### src/fwi_pkg.sv
package fwi_pkg;

    // ----------------------------------------------------------------
    // Operating modes
    // ----------------------------------------------------------------
    typedef enum logic [2:0] {
        FWI_MODE_RESET,
        FWI_MODE_NORMAL_REQ,
        FWI_MODE_NORMAL,
        FWI_MODE_STOP,
        FWI_MODE_SLEEP
    } fwi_mode_t;

    // ----------------------------------------------------------------
    // Timing
    // ----------------------------------------------------------------
    localparam int CLK_PERIOD_NS = 40;
    localparam int CLK_KHZ = 25000;
    localparam int NREQ_TIMEOUT_MS = 150;
    localparam int NREQ_TIMEOUT_CYC = NREQ_TIMEOUT_MS * CLK_KHZ;
    localparam int NREQ_CNT_W = 22;
    localparam int LIN_WAKE_US = 100;
    localparam int LIN_WAKE_CYC = LIN_WAKE_US * CLK_KHZ / 1000;
    localparam int LIN_CNT_W = 12;
    localparam int IRQ_PULSE_NS = 1000;
    localparam int IRQ_PULSE_CYC = (IRQ_PULSE_NS + CLK_PERIOD_NS - 1) / CLK_PERIOD_NS;
    localparam int IRQ_CNT_W = 8;
    localparam int IRQ_PEND_W = 4;

    // ----------------------------------------------------------------
    // Status byte layout
    // ----------------------------------------------------------------
    localparam int ST_SRC_BIT = 7;
    localparam int ST_LIN_BIT = 6;
    localparam int ST_OV_BIT = 5;
    localparam int ST_UV_BIT = 4;
    localparam int ST_RH_BIT = 3;
    localparam int ST_HS_BIT = 2;
    localparam int ST_L2_BIT = 1;
    localparam int ST_L1_BIT = 0;
    localparam logic [7:0] STATUS_RESET = 8'h00;
    localparam int HS_NUM = 3;
    localparam logic [2:0] HS_ON_RESET = 3'h0;

endpackage

### src/fwi_irq_if.sv
`timescale 1ns/1ps
`default_nettype none
interface fwi_irq_if;
    logic evt;
    logic busy;
    logic irq_n;
    modport src (output evt, input busy, input irq_n);
    modport gen (input evt, output busy, output irq_n);
endinterface
`default_nettype wire

### src/fwi_irq_pulse.sv
`timescale 1ns/1ps
`default_nettype none
module fwi_irq_pulse #(
    parameter int WIDTH = fwi_pkg::IRQ_PULSE_CYC
) (
    input wire logic core_clk_i,
    input wire logic resetn_i,
    fwi_irq_if.gen irq
);
    // ----------------------------------------------------------------
    // State
    // ----------------------------------------------------------------
    typedef struct packed {
        logic [fwi_pkg::IRQ_CNT_W-1:0] cnt;
        logic [fwi_pkg::IRQ_PEND_W-1:0] pend;
        logic irq_n;
    } fwi_pulse_t;

    fwi_pulse_t q;
    fwi_pulse_t n;
    logic start;

    // Events that arrive while a pulse runs are queued, up to 15 pending, so that each one
    // still gets its own pulse, separated by at least one high cycle.
    always_comb begin
        n = q;
        start = (q.cnt == '0) && q.irq_n && ((q.pend != '0) || irq.evt);
        if (q.cnt != '0) begin
            n.cnt = q.cnt - 1'b1;
            if (q.cnt == 1) begin
                n.irq_n = 1'b1;
            end
        end else if (start) begin
            n.cnt = fwi_pkg::IRQ_CNT_W'(WIDTH);
            n.irq_n = 1'b0;
        end
        if (irq.evt && !start && (q.pend != '1)) begin
            n.pend = q.pend + 1'b1;
        end else if (!irq.evt && start) begin
            n.pend = q.pend - 1'b1;
        end
    end

    always_ff @(posedge core_clk_i or negedge resetn_i) begin
        if (!resetn_i) begin
            q <= '{cnt: '0, pend: '0, irq_n: 1'b1};
        end else begin
            q <= n;
        end
    end

    assign irq.irq_n = q.irq_n;
    assign irq.busy = !q.irq_n || (q.pend != '0);
endmodule
`default_nettype wire

### src/fwi_top.sv
`timescale 1ns/1ps
`default_nettype none
// Operation
// - In Normal mode four fault sources each pulse the interrupt line.
// - No fault interrupt can be masked or disabled.
// - After an interrupt the source flag makes the next status read report the source.
// - Supply under-voltage sets its flag and interrupts; flag follows the condition.
// - Supply over-voltage sets its flag and interrupts; flag follows the condition.
// - Sleep and Stop disable all four fault detectors.
// - In Stop, wake inputs and LIN wake pulse the interrupt line, unmaskable.
// - A wake-up source is reported once, then the source flag clears itself.
// - Regulator over-temperature prewarning sets its flag and interrupts.
// - Any high-side over-temperature turns all switches off, sets flag, interrupts.
// - High-side thermal shutdown latches off; no automatic restart.
// - Reset mode: reset low, watchdog, switches, LIN transmit and amplifier off.
// - Normal Request: reset high, 150 ms timeout if watchdog enabled, amplifier off.
// - Normal: reset high, window watchdog if enabled, everything active.
// - Stop: limited regulator, reset high, wakes on LIN, wake inputs, select rise.
// - Sleep: regulator off, reset low, wakes on LIN or wake inputs only.
// - LIN transmitter is enabled only in Normal and Normal Request.
// - Status byte: source flag, LIN, over, under, regulator, high-side, wake levels.
// - In Stop a long dominant LIN level then rising edge wakes and flags.
module fwi_top #(
    parameter int NREQ_TIMEOUT_CYC = fwi_pkg::NREQ_TIMEOUT_CYC,
    parameter int LIN_WAKE_CYC = fwi_pkg::LIN_WAKE_CYC,
    parameter int IRQ_PULSE_CYC = fwi_pkg::IRQ_PULSE_CYC
) (
    input wire logic core_clk_i,
    input wire logic resetn_i,
    input wire fwi_pkg::fwi_mode_t mode_i,
    input wire logic watchdog_cfg_en_i,
    input wire logic undervolt_det_i,
    input wire logic overvolt_det_i,
    input wire logic regulator_hot_det_i,
    input wire logic [fwi_pkg::HS_NUM-1:0] highside_hot_det_i,
    input wire logic lin_fail_det_i,
    input wire logic wake_input_one_i,
    input wire logic wake_input_two_i,
    input wire logic lin_rx_i,
    input wire logic spi_select_n_i,
    input wire logic status_read_i,
    input wire logic highside_on_wr_i,
    input wire logic [fwi_pkg::HS_NUM-1:0] highside_on_bits_i,
    output logic [7:0] status_byte_o,
    output logic fault_irq_n_o,
    output logic analog_reset_n_o,
    output logic regulator_on_o,
    output logic regulator_limit_o,
    output logic watchdog_en_o,
    output logic watchdog_window_o,
    output logic watchdog_timeout_o,
    output logic [fwi_pkg::HS_NUM-1:0] highside_en_o,
    output logic lin_tx_en_o,
    output logic lin_wake_en_o,
    output logic amp_en_o,
    output logic wake_o
);
    // ----------------------------------------------------------------
    // State
    // ----------------------------------------------------------------
    typedef struct packed {
        logic [1:0] s_uv;
        logic [1:0] s_ov;
        logic [1:0] s_rh;
        logic [1:0] s_lf;
        logic [1:0] s_l1;
        logic [1:0] s_l2;
        logic [1:0] s_lin;
        logic [1:0] s_ss;
        logic [fwi_pkg::HS_NUM-1:0] s_hs0;
        logic [fwi_pkg::HS_NUM-1:0] s_hs1;
        logic uv_p;
        logic ov_p;
        logic rh_p;
        logic hs_p;
        logic lf_p;
        logic l1_p;
        logic l2_p;
        logic lin_p;
        logic ss_p;
        logic lin_evt;
        logic src_v;
        logic [6:0] src;
        logic [7:0] status;
        logic hs_latch;
        logic hs_rd_ok;
        logic [fwi_pkg::HS_NUM-1:0] hs_on;
        logic [fwi_pkg::LIN_CNT_W-1:0] lin_cnt;
        logic [fwi_pkg::NREQ_CNT_W-1:0] nreq_cnt;
        logic wd_to;
        logic wake;
    } fwi_state_t;

    fwi_state_t q;
    fwi_state_t n;
    fwi_irq_if irq ();

    logic m_reset, m_nreq, m_norm, m_stop, m_sleep, m_low;
    logic det_on, uv, ov, rh, hs, lf;
    logic uv_new, ov_new, rh_new, hs_new, lf_new;
    logic l1w, l2w, linw, ssw;
    logic evt_fault, evt_wake;
    logic [6:0] src_new;
    logic [7:0] live;

    // ----------------------------------------------------------------
    // Mode decode
    // ----------------------------------------------------------------
    always_comb begin
        m_reset = 1'b0;
        m_nreq = 1'b0;
        m_norm = 1'b0;
        m_stop = 1'b0;
        m_sleep = 1'b0;
        unique case (mode_i)
            fwi_pkg::FWI_MODE_RESET: m_reset = 1'b1;
            fwi_pkg::FWI_MODE_NORMAL_REQ: m_nreq = 1'b1;
            fwi_pkg::FWI_MODE_NORMAL: m_norm = 1'b1;
            fwi_pkg::FWI_MODE_STOP: m_stop = 1'b1;
            fwi_pkg::FWI_MODE_SLEEP: m_sleep = 1'b1;
            default: m_reset = 1'b1;
        endcase
        m_low = m_stop || m_sleep;
    end

    // ----------------------------------------------------------------
    // Next state
    // ----------------------------------------------------------------
    always_comb begin
        n = q;
        n.s_uv = {q.s_uv[0], undervolt_det_i};
        n.s_ov = {q.s_ov[0], overvolt_det_i};
        n.s_rh = {q.s_rh[0], regulator_hot_det_i};
        n.s_lf = {q.s_lf[0], lin_fail_det_i};
        n.s_l1 = {q.s_l1[0], wake_input_one_i};
        n.s_l2 = {q.s_l2[0], wake_input_two_i};
        n.s_lin = {q.s_lin[0], lin_rx_i};
        n.s_ss = {q.s_ss[0], spi_select_n_i};
        n.s_hs0 = highside_hot_det_i;
        n.s_hs1 = q.s_hs0;

        det_on = !m_low;
        uv = det_on && q.s_uv[1];
        ov = det_on && q.s_ov[1];
        rh = det_on && q.s_rh[1];
        hs = det_on && (|q.s_hs1);
        lf = !m_low && q.s_lf[1];
        uv_new = uv && !q.uv_p;
        ov_new = ov && !q.ov_p;
        rh_new = rh && !q.rh_p;
        hs_new = hs && !q.hs_p;
        lf_new = lf && !q.lf_p;
        n.uv_p = uv;
        n.ov_p = ov;
        n.rh_p = rh;
        n.hs_p = hs;
        n.lf_p = lf;

        // Wake inputs report any level change; LIN needs a long dominant phase.
        l1w = m_low && (q.s_l1[1] != q.l1_p);
        l2w = m_low && (q.s_l2[1] != q.l2_p);
        linw = m_low && q.s_lin[1] && !q.lin_p
            && (q.lin_cnt >= fwi_pkg::LIN_CNT_W'(LIN_WAKE_CYC));
        ssw = m_stop && q.s_ss[1] && !q.ss_p;
        n.l1_p = q.s_l1[1];
        n.l2_p = q.s_l2[1];
        n.lin_p = q.s_lin[1];
        n.ss_p = q.s_ss[1];
        if (m_low && !q.s_lin[1]) begin
            if (q.lin_cnt != '1) begin
                n.lin_cnt = q.lin_cnt + 1'b1;
            end
        end else begin
            n.lin_cnt = '0;
        end
        n.wake = l1w || l2w || linw || ssw;

        // No mask exists: every new fault in Normal except LIN failure reaches the pulse generator.
        evt_fault = m_norm && (uv_new || ov_new || rh_new || hs_new);
        evt_wake = m_stop && (l1w || l2w || linw);
        src_new = {linw || lf_new, ov_new, uv_new, rh_new, hs_new, l2w, l1w};

        live = {1'b0, q.lin_evt, ov, uv, rh, hs || q.hs_latch, q.s_l2[1], q.s_l1[1]};

        if (status_read_i) begin
            n.status = q.src_v ? {1'b1, q.src} : live;
            n.src_v = 1'b0;
            if (q.lin_evt) begin
                n.lin_evt = 1'b0;
            end
            if (live[fwi_pkg::ST_HS_BIT] || (q.src_v && q.src[fwi_pkg::ST_HS_BIT])) begin
                n.hs_rd_ok = q.hs_latch;
            end
        end
        // A new event wins over the clear done by a read in the same cycle.
        if (linw || lf_new) begin
            n.lin_evt = 1'b1;
        end
        if (evt_fault || evt_wake) begin
            n.src_v = 1'b1;
            n.src = (q.src_v && !status_read_i) ? (q.src | src_new) : src_new;
        end

        // Thermal shutdown stays latched until software reads and rewrites.
        if (highside_on_wr_i) begin
            if (!q.hs_latch) begin
                n.hs_on = highside_on_bits_i;
            end else if (q.hs_rd_ok && !hs && (|highside_on_bits_i)) begin
                n.hs_latch = 1'b0;
                n.hs_rd_ok = 1'b0;
                n.hs_on = highside_on_bits_i;
            end
        end
        if (hs_new) begin
            n.hs_latch = 1'b1;
            n.hs_rd_ok = 1'b0;
            n.hs_on = fwi_pkg::HS_ON_RESET;
        end

        // Normal Request supervision.
        n.wd_to = 1'b0;
        if (m_nreq && watchdog_cfg_en_i) begin
            if (q.nreq_cnt == fwi_pkg::NREQ_CNT_W'(NREQ_TIMEOUT_CYC - 1)) begin
                n.nreq_cnt = '0;
                n.wd_to = 1'b1;
            end else begin
                n.nreq_cnt = q.nreq_cnt + 1'b1;
            end
        end else begin
            n.nreq_cnt = '0;
        end
    end

    always_ff @(posedge core_clk_i or negedge resetn_i) begin
        if (!resetn_i) begin
            // Idle-high pins start high, so a release in Stop makes no false edge.
            q <= '{s_lin: 2'h3, s_ss: 2'h3, lin_p: 1'b1, ss_p: 1'b1, default: '0};
        end else begin
            q <= n;
        end
    end

    // ----------------------------------------------------------------
    // Pulse generator and outputs
    // ----------------------------------------------------------------
    assign irq.evt = evt_fault || evt_wake;

    fwi_irq_pulse #(
        .WIDTH(IRQ_PULSE_CYC)
    ) u_pulse (
        .core_clk_i(core_clk_i),
        .resetn_i(resetn_i),
        .irq(irq)
    );

    assign fault_irq_n_o = irq.irq_n;
    assign status_byte_o = q.status;
    assign analog_reset_n_o = m_nreq || m_norm || m_stop;
    assign regulator_on_o = !m_sleep;
    assign regulator_limit_o = m_stop;
    assign watchdog_en_o = watchdog_cfg_en_i && (m_nreq || m_norm);
    assign watchdog_window_o = watchdog_cfg_en_i && m_norm;
    assign watchdog_timeout_o = q.wd_to;
    assign highside_en_o = (m_nreq || m_norm) && !q.hs_latch ? q.hs_on : '0;
    assign lin_tx_en_o = m_nreq || m_norm;
    assign lin_wake_en_o = m_low;
    assign amp_en_o = m_norm;
    assign wake_o = q.wake;
endmodule
`default_nettype wire

### config.mk
export PLATFORM = sky130hd
export DESIGN_NAME = fwi_top
export DESIGN_NICKNAME = d
export VERILOG_FILES = /design/src/fwi_pkg.sv /design/src/fwi_irq_if.sv /design/src/fwi_irq_pulse.sv /design/src/fwi_top.sv
export SDC_FILE = /design/constraint.sdc
export NUM_CORES = 1
export LEC_CHECK = 0
export ABC_AREA = 1
export BUFFER_PORTS_ARGS = -buffer_cell sky130_fd_sc_hd__buf_2
export CORE_ASPECT_RATIO = 1.25
export CORE_UTILIZATION = 45
export CTS_BUF_LIST = sky130_fd_sc_hd__clkbuf_2
export DETAILED_ROUTE_END_ITERATION = 8
export HOLD_SLACK_MARGIN = 0.03
export PLACE_DENSITY_LB_ADDON = 0.2
export SLEW_MARGIN = 20
export SYNTH_ARGS = -nofsm -noshare
export SYNTH_HDL_FRONTEND = slang
export SYNTH_SLANG_ARGS = --single-unit
### constraint.sdc
create_clock -name core_clk_i -period 2.2 [get_ports core_clk_i]
set_input_delay 0.22 -clock core_clk_i [delete_from_list [all_inputs] [get_ports core_clk_i]]
set_output_delay 0.22 -clock core_clk_i [all_outputs]
set_load 0.005 [all_outputs]
# Yosys cells after proc, flatten, opt, wreduce, memory -nomap -nowiden
# Index checks and enable logic that the tools add are counted.
# word_totals
output_inout_bits	22
register_bits	102
elab_cells	157
input_bits	22
# classes
order_cmp	1
eq_ne	13
bitwise	1
muxes	30
addsub	5
n_reduce_logical	74
# ops
cell	n
two-way mux 22 bit	2
logical AND 1 bit	33
two-way mux 8 bit	4
two-way mux 12 bit	2
adder 22 x 1 -> 22 bit (second input constant)	1
== test 22 bit (second input constant)	1
logical NOT 1 bit	15
two-way mux 5 bit	3
logical OR 1 bit	14
adder 12 x 1 -> 12 bit (second input constant)	1
>= comparator 12 bit (second input constant)	1
two-way mux 1 bit	12
inequality test 12 bit (second input constant)	1
nonzero test 2 bit	5
== test 8 x 1 -> 1 bit (second input constant)	1
logical NOT 8 bit	1
two-way mux 4 bit	2
nonzero test 8 bit	1
subtractor 8 x 1 -> 8 bit (second input constant)	1
two-way mux 7 bit	1
bitwise OR 7 bit	1
== test 3 x 2 -> 1 bit (second input constant)	2
two-way mux 3 bit	2
OR reduction 3 bit	2
other kinds (12)	15

# Depth between registers and ports, before layout
# Gate-level depths: netlist (run 1).
# depth
ltp_word	17
mapped_depth	20
ltp_nobuf	20

# Cells and area by module
# Synthesis (run 1) repeated with hierarchy kept, for this count alone.
# unflattened
hier_cells	564
hier_area_um2	4986.0
# modules_own_cells
mod	seq_area_each_um2	n_inst	cells_each	area_each_um2
fwi_top	2234.6	1	472	4167.7
fwi_irq_pulse	326.6	1	92	818.3

# Worst setup path after synthesis (run 1)
# Ideal clock, no wire load.
# synth_path
path_kind	register to register
startpoint	register u_pulse.q[5] (netlist bit)
endpoint	register u_pulse.q[4] (netlist bit)
path_slack_ps	-74
required_ps	2083
synth_period_minus_slack_ps	2274
path_buffers	0
t_arrival_ps	2158
path_stages_with_launch	16
setup_ps	117
cell_sequence	dfrtp_1 > inv_1 > ha_1 > nand2_1 > nor3_2 > a41oi_1 > nand2_4 > ha_1 > nand2_1 > nand2_1 > a31oi_1 > inv_1 > nand3_1 > nand2_1 > nand3_1 > nand2_1
# synth_via
elab_chain_len	7
word_cells_on_any_way	9
classes_between	mux: 1; reduce/logical: 8
# synth_rtl
element	line_no	text
start: declaration	fwi_irq_pulse.sv:19	fwi_pulse_t q;
start signal: assignment	fwi_irq_pulse.sv:46	q <= '{cnt: '0, pend: '0, irq_n: 1'b1};
start signal: assignment	fwi_irq_pulse.sv:48	q <= n;
logical NOT 8 bit *	fwi_irq_pulse.sv:27	start = (q.cnt == '0) && q.irq_n && ((q.pend != '0) || irq.evt);
logical AND 1 bit * (2 in a row)	fwi_irq_pulse.sv:27	
logical NOT 1 bit	fwi_irq_pulse.sv:37	if (irq.evt && !start && (q.pend != '1)) begin
logical AND 1 bit (2 in a row)	fwi_irq_pulse.sv:37	
two-way mux 4 bit or nonzero test 2 bit (tied branches)	n/a	
# Mark *: on every way between the ends. The rest lies on a longest branch, timed or not.
# A chain may end at the register's enable or synchronous reset.

# Worst setup path in the final report (run 1)
# layout_path
startpoint	input port mode_i[2]
endpoint	register u_pulse.q[4] (netlist bit)
# layout_via
elab_chain_len	17
word_cells_on_any_way	38
classes_between	eq/ne: 3; mux: 4; reduce/logical: 31
# layout_rtl
element	line_no	text
start: declaration	fwi_top.sv:30	input wire fwi_pkg::fwi_mode_t mode_i,
== test 3 x 2 -> 1 bit or == test 3 bit (tied branches)	n/a	
two-way mux 1 bit	fwi_top.sv:115	unique case (mode_i)
logical OR 1 bit	fwi_top.sv:123	m_low = m_stop || m_sleep;
logical NOT 1 bit	fwi_top.sv:142	det_on = !m_low;
logical AND 1 bit, on equally long branches	fwi_top.sv:143, fwi_top.sv:144	
logical AND 1 bit, on equally long branches	fwi_top.sv:148, fwi_top.sv:149	
logical OR 1 bit (3 in a row)	fwi_top.sv:179	evt_fault = m_norm && (uv_new || ov_new || rh_new || hs_new);
logical AND 1 bit	fwi_top.sv:179	
logical OR 1 bit *	fwi_top.sv:246	assign irq.evt = evt_fault || evt_wake;
logical OR 1 bit	fwi_irq_pulse.sv:27	
logical AND 1 bit	fwi_irq_pulse.sv:27	
logical NOT 1 bit	fwi_irq_pulse.sv:37	
logical AND 1 bit (2 in a row)	fwi_irq_pulse.sv:37	
two-way mux 4 bit or nonzero test 2 bit (tied branches)	n/a	
# Marks and branches as above.

==> metrics.csv, run 1 <==
stage;metric;value;unit
die;Die Width;93.6;microns
route;vias;3718;
power_and_ir_drop;sequential share of power;54.9;%
worst_setup_path;Startpoint Class;input port;
route;DRT antenna net count;0;
sta;slew margin rel.;70.1;%
worst_setup_path;Worst path most repeated cell;nand2_4;
worst_setup_path;CP endpoint kind;flip-flop;
cells_and_area;n_diodes;0;
logic_synthesis;Syn Inst Count;518;
power_and_ir_drop;Internal Power;0.00286;W
die;# IOs;44;
cells_and_area;fin util;55.5;%
place;dpl ws;-0.0701;ns
global_routing;GRT Resource Usage Total;18.7;%
clocking;CTS tree;built;
logic_synthesis;Post-Syn Nets;548;
worst_setup_path;critical path data arrival time;2.59;ns
die;FP Rows;41;
clocking;clk sinks;102;
clocking;Clock transition at path regs;0.27;ns
sta;Slew Limit Fails;0;
die;Die Area;0.0109;sq mm
global_routing;total grt overflow;0;
power_and_ir_drop;static leakage;2.63;nW
clocking;CTS root buf;clkbuf_2;
global_routing;initial antenna violation count;0;
route;Remaining DRCs;0;
logic_synthesis;Main synth FF type;dfrtp_1;
place;Buffers on Ports;43;
power_and_ir_drop;Psw;0.00136;W
route;WL per Instance;13.0;microns
worst_setup_path;CP Class;input port to flip-flop;
worst_setup_path;max incr delay on CP;0.53;ns
place;Placed Cells;694;
cells_and_area;share of layout cells above drive strength 1;22.9;%
die;core area;0.0102;sq mm
logic_synthesis;number of synthesized flops with an enable pin;0;
cells_and_area;most common cell after layout, fill and taps aside;dfrtp_1;
global_routing;vias in the first global route;3523;
worst_setup_path;critical path peak fanout;7;
cells_and_area;Layout Cells excl Fill;740;
route;via/cell ratio;5.02;
power_and_ir_drop;Comb pwr share;24.1;%
power_and_ir_drop;power density cells;748;mW/mm^2
cells_and_area;multi-input logic area;0.00186;sq mm
logic_synthesis;total of warnings raised by yosys;0;
worst_setup_path;crit-path cells;dlygate4sd3_1 > buf_2 > inv_2 > nand3_4 > nand2_4 > inv_4 > nor2_4 > nand2_4 > nand2_4 > nand2_4 > nand2_8 > nand2_4 > ha_4 > buf_4 > a31oi_4 > inv_1 > nand3_1 > nand2_1 > nand3_1 > nand2_1;
worst_setup_path;CP max stage cell;dlygate4sd3_1;
global_routing;met3 Use GR;3.52;%
sta;period utilization;95.2;%
power_and_ir_drop;switching share of power;32.2;%
power_and_ir_drop;VDD IR-drop max;0.314;mV
logic_synthesis;mapped cell area;0.00472;sq mm
route;Detailed Route WL;9610;microns
logic_synthesis;ys async rst share;100;%
place;GPL Wtd Cong;0.830;
global_routing;largest net degree at the start of global routing;38;
job;Max-Cap Viols;0;
die;Chip Height;116;microns
run_status;status;complete, no violations;
route;drt first pass iters;5;
clocking;CTS Buf Count;9;
logic_synthesis;#FFs+latches synth;102;
clocking;CTS H-tree lvls;3;
power_and_ir_drop;clock power share;21.0;%
clocking;clock buffer depth;2;
cells_and_area;Filler cells;939;
logic_synthesis;sequential share of the synthesized area;54.3;%
logic_synthesis;Avg Inst Size Synth;9.11;sq um
clocking;clk_lat worst skew;0.57;ns
logic_synthesis;Netlist cell types;48;
cells_and_area;register area;0.00256;sq mm
place;DP HPWL;6820;microns
sta;final hold violations;0;
sta;final worst clock skew;0.0302;ns
cells_and_area;synthesis-to-layout area growth;19.5;%
cells_and_area;commonest non-fill, non-tap cells in the layout;dfrtp_1 (95), nand2_1 (85), inv_1 (66);
sta;Worst Tran Pin Value;0.445;ns
global_routing;first-pass GRT wire length;15800;microns
global_routing;GRT busiest layer;met2;
cells_and_area;nets@finish;636;
die;Initial Utilization;46.5;%
sta;final setup fails;0;
hold_path;Hold Path Class;input port to flip-flop;
global_routing;M1 GR Usage;24.1;%
sta;Fmax achieved;0.478;GHz
route;First DRT Iteration DRCs;181;
sta;Final Critical Period;2.09;ns
worst_setup_path;CP Data Required Time;2.70;ns
sta;Fin Hold WS;0.121;ns
sta;post-route setup slack;0.107;ns
global_routing;M2 GR Usage;31.9;%
## path summary, 6_finish.rpt
path / cells after the start / slack [ns] / to / startpoint
setup / recovery: 20 / 0.11 / u_pulse.q[4] / mode_i[2]
hold / removal: 5 / 0.12 / q[4] / watchdog_cfg_en_i
setup reg to reg: 15 / 0.14 / u_pulse.q[4] / q[68]
hold reg to reg: 0 / 0.35 / n[58] / n[74]
max in group asynchronous: 4 / 0.58 / q[86] / resetn_i
min in group asynchronous: 3 / 0.58 / q[15] / resetn_i
## state kept, by name (all words and copies together) (netlist names)
register and cells:
status_byte_o 8, u_pulse.irq.irq_n 1, live 3, watchdog_timeout_o 1
n 13, wake_o 1, u_pulse.q 12, q 63
## stage by stage
step | TNS (ns) | power, W | instance area (sq um)
after floorplan | 0 | 0.00293 | 4730
after global placement | 0 | 0.00317 | 5170
after detailed placement | -0.0701 | 0.00321 | 5170
after CTS | 0 | 0.00418 | 5550
after global routing | -0.00325 | 0.00451 | 5640
final | 0 | 0.00422 | 5640
## power by group through the flow
stage                     registers (W)  logic (W)  clock network, W
after detailed placement        0.00234   0.000871                 0
after global routing            0.00235    0.00115           0.00101
final                           0.00231    0.00102          0.000887
after global placement          0.00233   0.000846                 0
after CTS                       0.00231   0.000932          0.000940
after floorplan                 0.00229   0.000640                 0
## synth_stat cells (2+ instances only)
cell / n / area share (%)
ha_1: 7 / 1.9
xnor2_1: 4 / 0.74
nor4_1: 6 / 0.80
dfrtp_1: 95 / 50
o21ai_0: 29 / 3.1
nor2_1: 58 / 4.6
inv_4: 2 / 0.27
nand4_1: 13 / 1.7
nand2_1: 90 / 7.2
nand3_1: 21 / 2.2
clkbuf_1: 4 / 0.32
a21oi_1: 27 / 2.9
inv_2: 3 / 0.24
nor3_2: 3 / 0.64
o22ai_1: 3 / 0.40
nor3_1: 12 / 1.3
inv_1: 71 / 5.6
xor2_1: 10 / 1.9
o21ai_1: 2 / 0.21
a31oi_1: 6 / 0.80
dfstp_2: 7 / 3.9
nor2_2: 3 / 0.40
o21a_1: 2 / 0.32
buf_4: 8 / 1.3
nand2_2: 4 / 0.53
nand2_4: 6 / 1.4
## logic make-up after synthesis
family / synth area share (%)
buffers and inverters: 7.93
AND/OR/NAND/NOR: 22.9
XOR/XNOR: 2.94
AO/OA/AOI/OAI: 9.63
adder cells (fa/ha/maj): 2.28
flip-flops: 54.3
## cell type report
type	instances	area share (%)
clock inverters	6	1.22
well taps	129	2.86
inverters	77	5.21
clock buffers	10	0.887
multi-input cells	326	33.1
flip-flops and latches	102	45.4
repair buffers	90	11.4
## routing by layer
layer	vias to the layer above	wire length (microns)
li1	1845	-
met1	1789	4380
met2	71	4820
met3	13	293
met4	0	116
met5	-	0
## what timing repair did
| item | CTS | global route |
|---|---|---|
| endpoints found under the hold margin | 122 | 0 |
| setup endpoints to repair | 1 | 1 |
| gates resized for setup | 2 | 18 |
| buffers inserted | 2 | 5 |
| hold buffers | 23 | 0 |
| pin swaps | 3 | 13 |
## worst max-delay path, delay by kind of cell
family          cells  cell delay (ns)
simple gates       12             0.95
fa+ha+maj           1             0.25
compound gates      1             0.14
buf+inv             6             1.01
Note: power is estimated with default switching activity, not from simulation.
==> run 2: changes to the inputs <==
Clock period 2.2 ns to 1.9 ns, I/O delays scaled along.
==> run 2 against run 1 <==
  * The run now ends with setup timing left
  * Worst setup slack got worse by 0.30 ns
  * Power up 23%
  * Count of clock-buffer cells in the layout is 2 higher
  * First-iteration DRC count decreased by 13%
  * Critical path depth is 3 lower
  * Largest power group unchanged
==> metrics.csv, run 2 (synthesis gave the netlist of run 1 again) <==
stage;metric;value;unit
sta;slew margin rel.;65.5;%
clocking;Clock transition at path regs;0.25;ns
clocking;CTS Buf Count;9;
sta;Final Critical Period;2.09;ns
worst_setup_path;crit-path cells;nand3b_1 > nor2_4 > nand2_4 > nand2_4 > nand2_4 > nand2_8 > nand2_8 > ha_4 > nand2_2 > nand2_2 > a31oi_4 > inv_1 > nand3_1 > nand2_1 > nand2_1 > nand2_1 > nand2_1;
die;Die Width;93.6;microns
cells_and_area;Filler cells;915;
run_status;status;finished, violations left;
die;FP Rows;41;
clocking;clock buffer depth;2;
worst_setup_path;Worst path most repeated cell;nand2_1;
sta;Fmax achieved;0.479;GHz
worst_setup_path;CP Class;flip-flop to flip-flop;
global_routing;total grt overflow;0;
die;Initial Utilization;46.5;%
global_routing;initial antenna violation count;0;
worst_setup_path;Startpoint Class;flip-flop;
cells_and_area;share of layout cells above drive strength 1;29.4;%
clocking;CTS root buf;clkbuf_2;
die;Die Area;0.0109;sq mm
clocking;CTS tree;built;
worst_setup_path;CP max stage cell;dfstp_2;
worst_setup_path;R2R Path Start;n[59];
clocking;CTS H-tree lvls;3;
run_status;failing checks;setup timing;
worst_setup_path;CP endpoint kind;flip-flop;
sta;Slew Limit Fails;0;
worst_setup_path;critical path peak fanout;5;
place;DP HPWL;7390;microns
cells_and_area;post-route cell area;0.00601;sq mm
cells_and_area;most common cell after layout, fill and taps aside;dfrtp_1;
sta;setup tns final;-0.371;ns
place;Buffers on Ports;43;
worst_setup_path;Buf/Inv on CP;1;
route;via/cell ratio;4.90;
cells_and_area;Layout Cells excl Fill;779;
power_and_ir_drop;static leakage;2.86;nW
clocking;clk_lat worst skew;0.56;ns
power_and_ir_drop;VDD IR-drop max;0.390;mV
cells_and_area;Largest register FFs;63;
sta;final setup fails;3;
place;Placed Cells;734;
global_routing;GRT Resource Usage Total;19.7;%
worst_setup_path;largest delay contributor family on the critical path;simple AND/OR/NAND/NOR gates;
worst_setup_path;worst reg-to-reg setup slack;-0.19;ns
power_and_ir_drop;power density cells;864;mW/mm^2
cells_and_area;nets@finish;674;
cells_and_area;synthesis-to-layout area growth;27.3;%
cells_and_area;fin util;59.1;%
sta;Worst Tran Pin Value;0.513;ns
route;WL per Instance;12.8;microns
worst_setup_path;reg-to-reg endpoint;u_pulse.q[4];
sta;final hold violations;0;
worst_setup_path;CP Data Required Time;2.43;ns
global_routing;first-pass GRT wire length;16600;microns
die;# IOs;44;
route;vias;3819;
global_routing;vias in the first global route;3699;
sta;final worst clock skew;0.0308;ns
die;core area;0.0102;sq mm
route;First DRT Iteration DRCs;157;
cells_and_area;Largest Register;q;
route;DRT antenna net count;0;
hold_path;Hold Path Class;input port to async pin;
cells_and_area;commonest non-fill, non-tap cells in the layout;dfrtp_1 (95), nand2_1 (82), inv_1 (68);
worst_setup_path;max incr delay on CP;0.59;ns
route;Detailed Route WL;10000;microns
worst_setup_path;critical path data arrival time;2.62;ns
place;GPL Wtd Cong;0.852;
clocking;clk sinks;102;
route;Remaining DRCs;0;
job;Max-Cap Viols;0;
global_routing;largest net degree at the start of global routing;37;
sta;RSZ-0062 raised after global routing;yes;
place;Cell Area, Placed;0.00552;sq mm
route;drt first pass iters;4;
sta;period utilization;110;%
sta;post-route setup slack;-0.189;ns
die;Chip Height;116;microns
worst_setup_path;R2R depth;17;
run 2: cell count changes in the layout (fill, tap and decap cells not counted), moves of 2 or more:
cell           change
clkbuf_2           +2
nand3_2            +2
inv_1              +2
inv_2              -2
xor2_2             +2
nand3_1            -2
xor2_1             -2
buf_4             +41
dlygate4sd3_1      -5
nand2_1            -3
run 2: metrics by stage:
step	hold slack, ns	total power (W)	setup WS [ns]
CTS	0.0374	0.00512	-0.173
finish	0.0818	0.00519	-0.189
floorplan	-0.106	0.00347	-0.105
global route	0.0551	0.00555	-0.307
detailed placement	0.191	0.00405	-0.213
global placement	0.183	0.00400	-0.139
run 2: where the power goes:
group	internal (W)	switching [W]	total, W	leakage [nW]
sequential	0.00245	0.000189	0.00264	1.28
combinational	0.000786	0.000767	0.00155	1.51
clock	0.000317	0.000680	0.000996	0.0682
total	0.00355	0.00164	0.00519	2.86
run 2: final cells by class:
| cell class | count | area (sq um) | area share [%] |
|---|---|---|---|
| multi-input cells | 326 | 1940 | 32.4 |
| diodes | 1 | 2.50 | 0.0417 |
| flip-flops and latches | 102 | 2560 | 42.6 |
| clock buffers | 12 | 60.1 | 1.00 |
| inverters | 77 | 297 | 4.94 |
| well taps | 129 | 161 | 2.69 |
| repair buffers | 128 | 930 | 15.5 |
| clock inverters | 4 | 50.0 | 0.833 |
run 2: how the worst max path moves through the flow:
stage	slack [ns]	cells after the start	to	from
6_report	-0.19	17	u_pulse.q[4]	n[59]
3_3_place_gp	-0.14	20	u_pulse.q[4]	mode_i[1]
3_5_place_dp	-0.21	20	u_pulse.q[4]	mode_i[1]
2_1_floorplan	-0.10	16	u_pulse.q[4]	n[59]
4_1_cts	-0.17	16	u_pulse.q[4]	n[59]
5_1_grt	-0.31	17	u_pulse.q[4]	n[59]
run 2: routing by layer:
metal  share of wire, %  global-route usage (%)
met1                 43                    23.8
met4                1.7                    6.87
met2                 53                    35.2
met3                2.7                    3.91
met5                  0                       0
run 2: repair_timing:
item	CTS	global route
hold endpoints to repair	125	0
setup buffers	0	10
resized for setup	4	23
pin swaps	1	11
setup endpoints to repair	2	17
hold buffers	20	0
==> run 3: changes to the inputs <==
Settings changed: BUFFER_PORTS_ARGS -buffer_cell sky130_fd_sc_hd__buf_2 to -buffer_cell sky130_fd_sc_hd__clkbuf_2.
==> run 3 against run 2 <==
  * The run still ends with setup timing left
  * Register-to-register slack better by 0.03 ns
  * Power is 2.8% higher
  * Hold slack better by 0.0038 ns
  * Critical path depth is 1 lower
  * Sequential cell count stayed put
  * Die area stayed put
  * Cell area is 1.3% higher
  * Final cell count is 0.77% higher
  * Worst setup slack better by 0.026 ns
  * Via count is 0.73% higher
  * Count of clock-buffer cells in the layout is 3 lower
  * First-iteration DRC count is 21% lower
  * Largest power group unchanged
==> metrics.csv, run 3 (synthesis gave the netlist of run 1 again) <==
stage;metric;value;unit
worst_setup_path;critical path peak fanout;4;
cells_and_area;post-route cell area;0.00608;sq mm
clocking;CTS tree;built;
worst_setup_path;CP max stage cell;dfrtp_1;
clocking;CTS H-tree lvls;3;
worst_setup_path;Buf/Inv on CP;1;
cells_and_area;share of layout cells above drive strength 1;30.3;%
power_and_ir_drop;switching share of power;31.5;%
sta;final setup fails;3;
place;DP HPWL;7420;microns
die;Die Area;0.0109;sq mm
cells_and_area;fin util;59.9;%
global_routing;largest net degree at the start of global routing;40;
global_routing;total grt overflow;0;
sta;RSZ-0062 raised after global routing;yes;
clocking;CTS Buf Count;9;
clocking;clk_lat worst skew;0.59;ns
route;DRT antenna net count;0;
route;Remaining DRCs;0;
global_routing;first-pass GRT wire length;17100;microns
sta;period utilization;109;%
cells_and_area;Layout Cells excl Fill;785;
clocking;clock buffer depth;2;
power_and_ir_drop;Comb pwr share;29.0;%
worst_setup_path;CP Data Required Time;2.45;ns
sta;Worst Tran Pin Value;0.466;ns
worst_setup_path;largest delay contributor family on the critical path;simple AND/OR/NAND/NOR gates;
cells_and_area;commonest non-fill, non-tap cells in the layout;dfrtp_1 (95), nand2_1 (83), buf_4 (72);
route;Detailed Route WL;10100;microns
worst_setup_path;Startpoint Class;flip-flop;
route;drt first pass iters;4;
place;GPL Wtd Cong;0.880;
die;Initial Utilization;46.5;%
cells_and_area;n_diodes;0;
power_and_ir_drop;sequential share of power;49.2;%
route;vias;3847;
power_and_ir_drop;Internal Power;0.00365;W
die;# IOs;44;
sta;slew margin rel.;68.7;%
global_routing;vias in the first global route;3810;
worst_setup_path;CP Class;flip-flop to flip-flop;
sta;final worst clock skew;0.0160;ns
run_status;failing checks;setup timing;
global_routing;initial antenna violation count;0;
clocking;Clock transition at path regs;0.27;ns
worst_setup_path;crit-path cells;xor2_2 > o21ai_2 > nand2_4 > nand2_4 > nand2_8 > nand2_8 > ha_4 > nand2_2 > nand2_2 > a31oi_2 > inv_1 > nand3_2 > nand2_2 > nand2_1 > nand2_1 > nand2_1;
clocking;clk sinks;102;
die;Chip Height;116;microns
cells_and_area;Largest register FFs;63;
sta;post-route setup slack;-0.163;ns
die;FP Rows;41;
cells_and_area;synthesis-to-layout area growth;28.9;%
place;Buffers on Ports;43;
power_and_ir_drop;clock power share;21.8;%
route;First DRT Iteration DRCs;124;
cells_and_area;Largest Register;q;
power_and_ir_drop;VDD IR-drop max;0.384;mV
cells_and_area;most common cell after layout, fill and taps aside;dfrtp_1;
sta;Fmax achieved;0.485;GHz
place;Placed Cells;739;
sta;Slew Limit Fails;0;
run_status;status;finished, violations left;
power_and_ir_drop;Psw;0.00168;W
hold_path;Hold Path Class;input port to flip-flop;
die;core area;0.0102;sq mm
worst_setup_path;critical path data arrival time;2.61;ns
worst_setup_path;max incr delay on CP;0.46;ns
power_and_ir_drop;power density cells;877;mW/mm^2
job;Max-Cap Viols;0;
clocking;CTS root buf;clkbuf_2;
cells_and_area;nets@finish;681;
sta;final hold violations;0;
die;Die Width;93.6;microns
global_routing;GRT Resource Usage Total;20.5;%
route;via/cell ratio;4.90;
sta;Final Critical Period;2.06;ns
place;Cell Area, Placed;0.00556;sq mm
power_and_ir_drop;static leakage;2.88;nW
route;WL per Instance;12.9;microns
worst_setup_path;CP endpoint kind;flip-flop;
-- run 3: layout make-up --
cell class              instances  area [sq um]
inverters                      77           297
flip-flops and latches        102          2560
repair buffers                135           981
multi-input cells             326          1940
clock buffers                   9          45.0
fillers                       907          4080
clock inverters                 7          96.3
well taps                     129           161
-- run 3: per-layer routing --
metal / vias up / global-route usage, % / routed length [microns]
met5: - / 0 / 0
met4: 0 / 7.90 / 220
met3: 17 / 4.49 / 245
met2: 44 / 36.4 / 5320
met1: 1851 / 24.3 / 4310
li1: 1935 / - / -
-- run 3: what timing repair did --
| action | in CTS | in global routing |
|---|---|---|
| setup endpoints to repair | 3 | 12 |
| setup buffers | 0 | 11 |
| hold buffers | 18 | 1 |
| gates resized for setup | 5 | 21 |
| hold endpoints to repair | 123 | 5 |
| pin swaps | 2 | 10 |
-- run 3: final timing paths --
check | cells after the start | to | startpoint | slack [ns]
worst max-delay path | 16 | u_pulse.q[4] | q[60] | -0.16
worst min-delay path | 5 | q[52] | mode_i[2] | 0.09
worst max register to register | 16 | u_pulse.q[4] | q[60] | -0.16
worst min register to register | 0 | n[58] | n[74] | 0.37
max in group asynchronous | 4 | u_pulse.irq.irq_n | resetn_i | 0.69
min in group asynchronous | 3 | q[51] | resetn_i | 0.58
-- run 3: per-stage QoR --
stage	hold WS [ns]	setup WS, ns	TNS [ns]	power [W]
final	0.0856	-0.163	-0.357	0.00534
after CTS	0.0306	-0.184	-0.234	0.00530
after detailed placement	0.175	-0.223	-0.298	0.00407
after floorplan	-0.106	-0.105	-0.105	0.00347
after global routing	0.0457	-0.314	-0.896	0.00572
after global placement	0.168	-0.165	-0.192	0.00402
-- run 3: worst reg2reg max path, stage by stage (launching register included) --
cell and delay (ns):
dfrtp_1 0.46, xor2_2 0.21, o21ai_2 0.22, nand2_4 0.08, nand2_4 0.08, nand2_8 0.06
nand2_8 0.09, ha_4 0.21, nand2_2 0.06, nand2_2 0.05, a31oi_2 0.17, inv_1 0.07
nand3_2 0.08, nand2_2 0.06, nand2_1 0.05, nand2_1 0.04, nand2_1 0.06
-- run 3: power by group through the flow --
stage	Clock (W)	Combinational (W)	Sequential [W]
3_5_place_dp	0	0.00142	0.00265
2_1_floorplan	0	0.000807	0.00267
5_1_grt	0.00129	0.00176	0.00267
3_3_place_gp	0	0.00138	0.00264
6_report	0.00116	0.00155	0.00263
4_1_cts	0.00120	0.00147	0.00263
